$ cat src/core/supervisor_pkg.sv
// Shared constants and carrier types for the module reset watchdog.
// Assumes a single 100 MHz system clock and an active-low power-on reset.
package supervisor_pkg;

  // ----------------------------------------------------------------
  // Timing
  // ----------------------------------------------------------------
  localparam longint CLK_PERIOD_NS     = 10;
  localparam longint TIMEOUT_NS        = 1_600_000_000;
  localparam int unsigned TIMEOUT_CYCLES = int'(TIMEOUT_NS / CLK_PERIOD_NS);
  localparam int unsigned COUNT_W      = 28;
  localparam int unsigned HOLD_W       = 5;
  localparam logic [4:0] RESET_PULSE_CYCLES = 5'h10;

  // ----------------------------------------------------------------
  // Types
  // ----------------------------------------------------------------
  // Software requests, each a one-cycle pulse.
  typedef struct packed {
    logic arm;
    logic restart;
    logic disarm;
  } supervisor_call_type;

  typedef enum logic [1:0] {
    ST_IDLE,
    ST_ARMED,
    ST_RESETTING
  } supervisor_state_type;

endpackage

$ cat src/core/module_reset_watchdog.sv
// Watchdog that resets the whole controller module when software stops restarting it.
// Assumes request pulses are synchronous to sys_clk_i and resetn_i is power-on reset.
//
// Overview of operation
// - Timeout is 1.6 seconds from arm or restart.
// - Count up only while armed.
// - Reaching timeout resets the whole module.
// - Restart request zeroes the elapsed count.
// - Disarm stops supervision; no reset until rearmed.
// - Software can read whether watchdog caused reset.
`timescale 1ns/1ps
module module_reset_watchdog #(
  parameter int unsigned TIMEOUT_CYCLES = supervisor_pkg::TIMEOUT_CYCLES
) (
  input  wire logic                                sys_clk_i,
  input  wire logic                                resetn_i,
  input  wire supervisor_pkg::supervisor_call_type calls_i,
  output logic                                     module_reset_o,
  output logic                                     reset_cause_query_o,
  output logic                                     armed_o,
  output logic [supervisor_pkg::COUNT_W-1:0]       elapsed_count_o
);

  // ----------------------------------------------------------------
  // Reset synchroniser
  // ----------------------------------------------------------------
  logic rst_meta_q;
  logic rst_sync_q;

  // Assert asynchronously, release through two flops.
  always_ff @(posedge sys_clk_i or negedge resetn_i) begin
    if (!resetn_i) begin
      rst_meta_q <= 1'b0;
      rst_sync_q <= 1'b0;
    end else begin
      rst_meta_q <= 1'b1;
      rst_sync_q <= rst_meta_q;
    end
  end

  // ----------------------------------------------------------------
  // Elapsed counter
  // ----------------------------------------------------------------
  logic count_clear;
  logic count_run;
  logic expired;

  elapsed_counter #(
    .COUNT_W (supervisor_pkg::COUNT_W),
    .LIMIT   (supervisor_pkg::COUNT_W'(TIMEOUT_CYCLES))
  ) u_elapsed (
    .clk_i     (sys_clk_i),
    .rst_n_i   (rst_sync_q),
    .clear_i   (count_clear),
    .run_i     (count_run),
    .count_o   (elapsed_count_o),
    .expired_o (expired)
  );

  // ----------------------------------------------------------------
  // Supervisor state machine
  // ----------------------------------------------------------------
  supervisor_pkg::supervisor_state_type state_q;
  supervisor_pkg::supervisor_state_type state_d;
  logic [supervisor_pkg::HOLD_W-1:0]    hold_q;
  logic [supervisor_pkg::HOLD_W-1:0]    hold_d;
  logic                                 module_reset_q;
  logic                                 module_reset_d;
  logic                                 cause_q;
  logic                                 cause_d;

  // The counter runs while the next state is armed, so a disarm or a timeout zeroes it
  // in the same edge that drops the armed flag; any arm or restart pulse zeroes it.
  assign count_run   = (state_d == supervisor_pkg::ST_ARMED);
  assign count_clear = calls_i.restart | calls_i.arm;

  // Disarm beats a pending timeout; a restart arriving after expiry is too late.
  always_comb begin
    state_d        = state_q;
    hold_d         = hold_q;
    module_reset_d = module_reset_q;
    cause_d        = cause_q;
    unique case (state_q)
      supervisor_pkg::ST_IDLE: begin
        if (calls_i.arm && !calls_i.disarm) begin
          state_d = supervisor_pkg::ST_ARMED;
        end
      end
      supervisor_pkg::ST_ARMED: begin
        if (calls_i.disarm) begin
          state_d = supervisor_pkg::ST_IDLE;
        end else if (expired) begin
          state_d        = supervisor_pkg::ST_RESETTING;
          module_reset_d = 1'b1;
          cause_d        = 1'b1;
          hold_d         = supervisor_pkg::RESET_PULSE_CYCLES - 5'h01;
        end
      end
      supervisor_pkg::ST_RESETTING: begin
        // Requests are ignored while the module is held in reset.
        if (hold_q == '0) begin
          state_d        = supervisor_pkg::ST_IDLE;
          module_reset_d = 1'b0;
        end else begin
          hold_d = hold_q - 5'h01;
        end
      end
    endcase
  end

  // Register the state; the cause flag only ever clears at power-on.
  always_ff @(posedge sys_clk_i or negedge rst_sync_q) begin
    if (!rst_sync_q) begin
      state_q        <= supervisor_pkg::ST_IDLE;
      hold_q         <= '0;
      module_reset_q <= 1'b0;
      cause_q        <= 1'b0;
    end else begin
      state_q        <= state_d;
      hold_q         <= hold_d;
      module_reset_q <= module_reset_d;
      cause_q        <= cause_d;
    end
  end

  // ----------------------------------------------------------------
  // Outputs
  // ----------------------------------------------------------------
  logic armed_q;

  // Armed flag registered in step with the state.
  always_ff @(posedge sys_clk_i or negedge rst_sync_q) begin
    if (!rst_sync_q) begin
      armed_q <= 1'b0;
    end else begin
      armed_q <= (state_d == supervisor_pkg::ST_ARMED);
    end
  end

  assign armed_o             = armed_q;
  assign module_reset_o      = module_reset_q;
  assign reset_cause_query_o = cause_q;

  // ----------------------------------------------------------------
  // Assertions
  // ----------------------------------------------------------------
  localparam logic [supervisor_pkg::COUNT_W-1:0] LIMIT_V =
    supervisor_pkg::COUNT_W'(TIMEOUT_CYCLES);

  // Arming from idle starts a fresh count.
  property p_arm_starts;
    @(posedge sys_clk_i) disable iff (!rst_sync_q)
      (state_q == supervisor_pkg::ST_IDLE && calls_i.arm && !calls_i.disarm)
        |=> (armed_o && elapsed_count_o == '0);
  endproperty
  a_arm_starts: assert property (p_arm_starts)
    else $error("arm did not start a zeroed count");

  // Nothing is counted while unarmed.
  property p_idle_no_count;
    @(posedge sys_clk_i) disable iff (!rst_sync_q)
      (!armed_o ##1 !armed_o) |-> (elapsed_count_o == '0);
  endproperty
  a_idle_no_count: assert property (p_idle_no_count)
    else $error("count moved while unarmed");

  // An undisturbed armed count rises by one each cycle below the limit.
  property p_count_up;
    @(posedge sys_clk_i) disable iff (!rst_sync_q)
      (armed_o && count_run && !count_clear && !calls_i.disarm && elapsed_count_o != LIMIT_V)
        |=> (elapsed_count_o == $past(elapsed_count_o) + supervisor_pkg::COUNT_W'(1));
  endproperty
  a_count_up: assert property (p_count_up)
    else $error("armed count did not advance");

  // The count never passes the timeout.
  property p_limit;
    @(posedge sys_clk_i) disable iff (!rst_sync_q)
      (elapsed_count_o <= LIMIT_V) && (expired == (elapsed_count_o == LIMIT_V));
  endproperty
  a_limit: assert property (p_limit)
    else $error("count passed the timeout or expiry mismatched");

  // Expiry while armed resets the module on the next edge.
  property p_timeout_reset;
    @(posedge sys_clk_i) disable iff (!rst_sync_q)
      (state_q == supervisor_pkg::ST_ARMED && expired && !calls_i.disarm)
        |=> (module_reset_o && reset_cause_query_o);
  endproperty
  a_timeout_reset: assert property (p_timeout_reset)
    else $error("timeout did not reset the module");

  // A restart while armed zeroes the count.
  property p_restart_clears;
    @(posedge sys_clk_i) disable iff (!rst_sync_q)
      (state_q == supervisor_pkg::ST_ARMED && calls_i.restart && !calls_i.disarm && !expired)
        |=> (elapsed_count_o == '0 && armed_o);
  endproperty
  a_restart_clears: assert property (p_restart_clears)
    else $error("restart did not clear the count");

  // Disarm stops supervision with no reset following.
  property p_disarm;
    @(posedge sys_clk_i) disable iff (!rst_sync_q)
      (state_q == supervisor_pkg::ST_ARMED && calls_i.disarm)
        |=> (!armed_o && !module_reset_o) ##1 !module_reset_o;
  endproperty
  a_disarm: assert property (p_disarm)
    else $error("disarm did not stop supervision");

  // The module reset stands for at least eight cycles with the cause flag set.
  property p_reset_pulse;
    @(posedge sys_clk_i) disable iff (!rst_sync_q)
      $rose(module_reset_o) |-> (module_reset_o && reset_cause_query_o)[*8];
  endproperty
  a_reset_pulse: assert property (p_reset_pulse)
    else $error("module reset pulse too short");

  // Once set, the cause flag stays until power-on reset.
  property p_cause_sticky;
    @(posedge sys_clk_i) disable iff (!rst_sync_q)
      reset_cause_query_o |=> reset_cause_query_o;
  endproperty
  a_cause_sticky: assert property (p_cause_sticky)
    else $error("reset cause flag was lost");

  // The cause flag rises only together with a module reset.
  property p_cause_source;
    @(posedge sys_clk_i) disable iff (!rst_sync_q)
      $rose(reset_cause_query_o) |-> $rose(module_reset_o);
  endproperty
  a_cause_source: assert property (p_cause_source)
    else $error("cause flag set without a watchdog reset");

endmodule

$ cat src/core/elapsed_counter.sv
// Elapsed-time counter that saturates at its limit and flags expiry.
// Assumes clear_i and run_i are synchronous to clk_i and settle within one cycle.
`timescale 1ns/1ps
module elapsed_counter #(
  parameter int unsigned         COUNT_W = supervisor_pkg::COUNT_W,
  parameter logic [COUNT_W-1:0]  LIMIT   = COUNT_W'(supervisor_pkg::TIMEOUT_CYCLES)
) (
  input  wire logic               clk_i,
  input  wire logic               rst_n_i,
  input  wire logic               clear_i,
  input  wire logic               run_i,
  output logic [COUNT_W-1:0]      count_o,
  output logic                    expired_o
);

  // ----------------------------------------------------------------
  // Counter
  // ----------------------------------------------------------------
  logic [COUNT_W-1:0] count_q;
  logic [COUNT_W-1:0] count_d;
  logic               expired_q;
  logic               expired_d;

  // Count up while running, hold at the limit, and zero when cleared or stopped.
  always_comb begin
    count_d   = count_q;
    expired_d = expired_q;
    if (clear_i || !run_i) begin
      count_d   = '0;
      expired_d = 1'b0;
    end else begin
      if (count_q != LIMIT) begin
        count_d = count_q + COUNT_W'(1);
      end
      expired_d = expired_q | (count_q == (LIMIT - COUNT_W'(1)));
    end
  end

  // Register the counter state.
  always_ff @(posedge clk_i or negedge rst_n_i) begin
    if (!rst_n_i) begin
      count_q   <= '0;
      expired_q <= 1'b0;
    end else begin
      count_q   <= count_d;
      expired_q <= expired_d;
    end
  end

  assign count_o   = count_q;
  assign expired_o = expired_q;

endmodule

$ cat config.mk
export PLATFORM = sky130hd
export DESIGN_NAME = module_reset_watchdog
export DESIGN_NICKNAME = d
export VERILOG_FILES = /design/src/core/supervisor_pkg.sv /design/src/core/module_reset_watchdog.sv /design/src/core/elapsed_counter.sv
export SDC_FILE = /design/constraint.sdc
export NUM_CORES = 1
export LEC_CHECK = 0
export BUFFER_PORTS_ARGS = -buffer_cell sky130_fd_sc_hd__buf_2
export CAP_MARGIN = 10
export CORE_MARGIN = 2
export CORE_UTILIZATION = 51
export DETAILED_ROUTE_END_ITERATION = 12
export GPL_ROUTABILITY_DRIVEN = 0
export MAX_ROUTING_LAYER = met4
export PLACE_DENSITY = 0.8
export SKIP_CTS_REPAIR_TIMING = 1
export SYNTH_ARGS = -nofsm -noshare
export SYNTH_HDL_FRONTEND = slang
export SYNTH_HIERARCHICAL = 1
export SYNTH_SLANG_ARGS = --single-unit
$ cat constraint.sdc
create_clock -name sys_clk_i -period 1.85 [get_ports sys_clk_i]
set_clock_uncertainty 0.15 [all_clocks]
set_input_delay 0.37 -clock sys_clk_i [delete_from_list [all_inputs] [get_ports sys_clk_i]]
set_output_delay 0.37 -clock sys_clk_i [all_outputs]
set_load 0.02 [all_outputs]
# After elaboration in Yosys (flattened, before gate mapping)
# Cells that the tools add are included.
[word_totals]
reg_bits = 41
input_bits = 5
word_cells = 50
[op_classes]
n_addsub = 2
n_eq_ne = 9
muxes = 16
bitwise_logic = 3
n_reduce_logical = 11
[op_table]
columns = ["cell", "n"]
rows = [
  ["two-way mux 28 bit", 2],
  ["adder 28 x 1 -> 28 bit, second input constant", 1],
  ["equality test 28 bit, second input constant", 1],
  ["!= test 28 bit, second input constant", 1],
  ["two-way mux 5 bit", 3],
  ["one-hot mux 5 bit (2 select lines)", 1],
  ["two-way mux 2 bit", 4],
  ["AND reduction 4 bit", 2],
  ["!= test 2 bit, second input constant", 3],
  ["one-hot mux 2 bit (3 select lines)", 1],
  ["logical NOT 5 bit", 1],
  ["subtractor 5 x 1 -> 5 bit, second input constant", 1],
  ["equality test 2 x 1 -> 1 bit, second input constant", 2],
  ["two-way mux 1 bit", 4],
  ["nonzero test 2 bit", 2],
  ["AND reduction 3 bit", 1],
  ["equality test 2 bit, second input constant", 1],
  ["logical NOT 1 bit", 2],
  ["logical NOT 2 bit", 1],
  ["!= test 2 x 1 -> 1 bit, second input constant", 1],
  ["OR 1 bit", 2],
  ["one-hot mux 1 bit (2 select lines)", 1],
  ["logical AND 1 bit", 1],
  ["logical OR 1 bit", 1],
  ["inverter 1 bit", 1],
]

# Longest topological paths before layout
[depth]
ltp_word = 8
ltp_mapped = 10
depth_no_buf = 8

# By module
# The synthesis kept the hierarchy.
[by_module_without_submodules]
columns = ["module", "n_inst", "cells_each", "area_each_um2", "seq_area_each_um2"]
rows = [
  ["elapsed_counter", 1, 167, 1559.0, 725.7],
  ["module_reset_watchdog", 1, 62, 634.4, 300.3],
]

# Worst setup path before layout
# No wires, ideal clock.
[synth_timing]
path_kind = "register to register"
startpoint = "reg state_q[0]"
endpoint = "reg u_elapsed.count_q[12] (netlist: u_elapsed/count_o[12])"
setup_ps = 83
arrival_time_ps = 2256
required_ps = 1617
setup_slack_ps = -638
stages_incl_launch_ff = 10
path_buffers = 2
cell_sequence = "dfrtp_1 > ha_1 > and3b_1 > clkbuf_1 > or2_2 > a211oi_1 > nand2b_1 > clkbuf_1 > or4_1 > o21ai_0"
[synth_between]
elab_chain_len = 7
elab_cells_between_ends = 13
classes_between = "eq/ne: 3; mux: 6; reduce/logical: 4"
[synth_rtl]
columns = ["element", "line", "text"]
rows = [
  ["from (decl)", "module_reset_watchdog.sv:63", "supervisor_pkg::supervisor_state_type state_q;"],
  ["from (signal assigned)", "module_reset_watchdog.sv:114", "state_q <= supervisor_pkg::ST_IDLE;"],
  ["from (signal assigned)", "module_reset_watchdog.sv:119", "state_q <= state_d;"],
  ["two-way mux 2 bit", "module_reset_watchdog.sv:92", "end else if (expired) begin"],
  ["two-way mux 2 bit", "module_reset_watchdog.sv:90", "if (calls_i.disarm) begin"],
  ["one-hot mux 2 bit (3 select lines) (*)", "module_reset_watchdog.sv:83", "unique case (state_q)"],
  ["equality test 2 x 1 -> 1 bit (*)", "module_reset_watchdog.sv:74", "assign count_run = (state_d == supervisor_pkg::ST_ARMED);"],
  ["named net count_run", "module_reset_watchdog.sv:45", "logic count_run;"],
  ["logical NOT 1 bit (*)", "elapsed_counter.sv:28", "if (clear_i || !run_i) begin"],
  ["logical OR 1 bit (*)", "elapsed_counter.sv:28", ""],
  ["two-way mux 28 bit / nonzero test 2 bit (equally long branches)", "n/a", ""],
  ["to (signal assigned)", "elapsed_counter.sv:45", "count_q <= count_d;"],
  ["to (decl)", "elapsed_counter.sv:19", "logic [COUNT_W-1:0] count_q;"],
]
# Mark *: on every way through the listed nets, which the timed path passes. The rest lies on a longest branch.
# A chain may end at the register's enable or synchronous reset.

# Worst setup path after layout
# Ends and elaborated chain as after synthesis.

==> run summary <==
Area post-placement -> 0.00285 mm²
#FFs+latches synth -> 41
Clk pwr share -> 33.2%
Pwr per Cell Area -> 690 mW/mm²
Final Core Density -> 78.8%
Yosys cell types -> 43
Average via count per standard cell -> 6.18
H-tree depth -> 2
NumNets Final -> 337
Root Driver -> clkbuf_8
Reg clk slew, reported paths -> 0.09 ns
CTS tree -> done
CTS Buffer Depth -> 2
Port Buffers -> 35
Net Count, Synth -> 239
GR Util All Layers -> 25.2%
I/O pin count -> 36
Failing checks -> setup timing
Sequential share of power -> 42.8%
Max VDD drop -> 518 µV
Fin crit period -> 2.33 ns
Slew Limit Fails -> 0
DR vias -> 2,335
Num CTS Buffers -> 5
CP endpoint kind -> register
Full die area -> 0.00484 mm²
Final hold vios -> 0
R2r setup slk -> -0.48 ns
Post-route ant nets -> 0
Fill cell count -> 267
Row Count -> 23
Switching part of the total -> 28.4%
Synthesized area per cell -> 9.58 µm²
Grt total ovfl -> 0
Post-Synthesis Cells -> 229
Cells along the critical path -> buf_6 > inv_1 > ha_4 > o21ai_4 > a211oi_4 > nand2b_4 > or4_1 > o21ai_1
Commonest non-fill, non-tap cell in the layout -> buf_4
# setup viols final -> 34
Worst Hold Class -> register to async pin
Initial Util -> 54.1%
First-pass GRT wire length -> 9400 µm
Crit-path slowest cell -> or4_1
Largest net degree at the start of global routing -> 28
Pint -> 1.58 mW
Gate power share -> 24.1%
Crit start category -> register
DR DRC count -> 0
Die W -> 69.6 µm
Max-cap violations -> 0
Antenna diodes -> 0
Ys Warns -> 6
First-pass iteration count of the detailed router -> 5
Worst path arrival time -> 2.39 ns
P_leak -> 1.48 nW
Sw power -> 626 µW
Core area -> 0.00406 mm²
Sequential cell area fraction in the yosys report -> 46.8%
Cell area after synthesis -> 0.00219 mm²
Most frequent cells in the layout -> buf_4 (59), dfrtp_1 (39), buf_2 (35)
Asr flop ratio synth -> 100%
Synthesis-to-finish area growth -> 45.8%
Number of global-route vias before repair -> 2,064
RSZ-0062 raised after global routing -> yes
Initial DRC Count -> 258
Dpl ws -> -0.447 ns
Avg WL per Cell -> 18.6 µm
Fin crit share -> 126%
CP Class -> register to register
Antenna violations before repair -> 0
Critical path required time -> 1.90 ns
Fin area -> 0.00320 mm²
Most common flop cell mapped by yosys -> dfrtp_1
Number of synthesized flops with an enable pin -> 0
Max Clock Freq -> 0.429 GHz
Die height -> 69.6 µm
Status -> complete, but fails checks
Clock Latency Late Sink -> 0.31 ns
Detailed placer's ending HPWL -> 4210 µm
Worst setup margin -> -0.481 ns
CP max stage delay -> 0.43 ns
Total wire length -> 7020 µm
Worst Path Max Fanout -> 6
Share of layout cells above drive strength 1 -> 43.6%
Sink Count -> 41
[worst max-delay path: cells and delay by family, from the launching register on]
family | cells | cell delay [ns]
compound gates | 3 | 0.61
simple gates | 2 | 0.56
flops | 1 | 0.41
fa+ha+maj | 1 | 0.31
buf+inv | 2 | 0.19
[sequential cells by signal (all words and copies together) (netlist names)]
signal	cells
state_q	2
hold_q	5
u_elapsed/count_o	28
module_reset_o	1
reset_cause_query_o	1
u_elapsed/expired_o	1
rst_meta_q	1
rst_sync_q	1
armed_o	1
[logic make-up (layout without fill, tap and decap cells)]
kind of cell | Yosys count | count (layout) | synth area share (%)
flops | 41 | 41 | 46.8
buf+inv | 20 | 119 | 3.54
other cells | 1 | 1 | 0.171
xor+xnor | 10 | 10 | 3.99
fa+ha+maj | 5 | 5 | 2.85
compound gates | 53 | 53 | 16.1
simple gates | 99 | 99 | 26.6
[routing by layer]
metal  wire [µm]  up-vias  share of wire [%]  track usage (%)
li1            -     1054                  -                -
met5           0        -                  0                -
met4         223        0                3.2             10.5
met1        2740     1131                 39             30.7
met3         440       27                6.3             5.52
met2        3610      123                 52             40.7
[cell type report]
type | count | area [µm²] | area share [%]
clock buffers | 6 | 72.6 | 2.27
clock inverters | 2 | 35.0 | 1.10
inverters | 9 | 33.8 | 1.06
multi-input cells | 168 | 1250 | 39.2
flip-flops and latches | 41 | 1030 | 32.2
well taps | 50 | 62.6 | 1.96
repair buffers | 102 | 711 | 22.2
[cell usage after synthesis (all sizes together), types with 2 or more instances]
master	number	share of area [%]
or3	6	1.7
nor4	2	0.57
o21a	5	1.7
o2111a	2	1.0
a21oi	13	3.0
and4	5	2.0
buf	2	0.46
nor2b	4	1.1
nand2b	3	0.86
inv	9	1.5
dfrtp	41	47
xor2	9	3.6
nor3	6	1.4
nor4b	6	2.4
o31ai	7	2.4
and3	2	0.57
nand3	11	2.5
a22o	2	0.86
o21ai	13	3.0
and2	3	0.86
nor2	14	2.4
a311oi	2	0.80
nand2	12	2.1
or2	4	1.1
ha	5	2.9
or4	10	3.4
nand4	9	2.6
clkbuf	9	1.5
[path summary, 6_finish.rpt]
| check | cells past startpoint | to | startpoint |
|---|---|---|---|
| worst min-delay path | 1 | u_elapsed/count_o[21] | rst_sync_q |
| worst max register to register | 8 | u_elapsed/count_o[12] | state_q[0] |
| min in group sys_clk_i | 0 | rst_sync_q | rst_meta_q |
| worst max-delay path | 8 | u_elapsed/count_o[12] | state_q[0] |
| worst min register to register | 1 | u_elapsed/count_o[21] | rst_sync_q |
| max in group asynchronous | 1 | u_elapsed/count_o[7] | rst_sync_q |
[stage by stage]
stage	cells	hold WS, ns	power (mW)	setup TNS, ns
finish	378	0.0369	2.21	-10.47
global route	378	0.0842	2.27	-11.40
CTS	370	-0.314	1.97	-12.55
detailed placement	362	0.00728	1.25	-11.72
global placement	362	0.00702	1.24	-9.58
floorplan	229	-0.0756	1.12	-9.34
[power by group through the flow]
stage	registers [mW]	logic [mW]	clock network, mW
finish	0.944	0.530	0.731
global route	0.946	0.549	0.774
CTS	0.936	0.307	0.731
detailed placement	0.952	0.299	0
global placement	0.954	0.287	0
floorplan	0.983	0.140	0
Power figures use the tool's default switching activity.
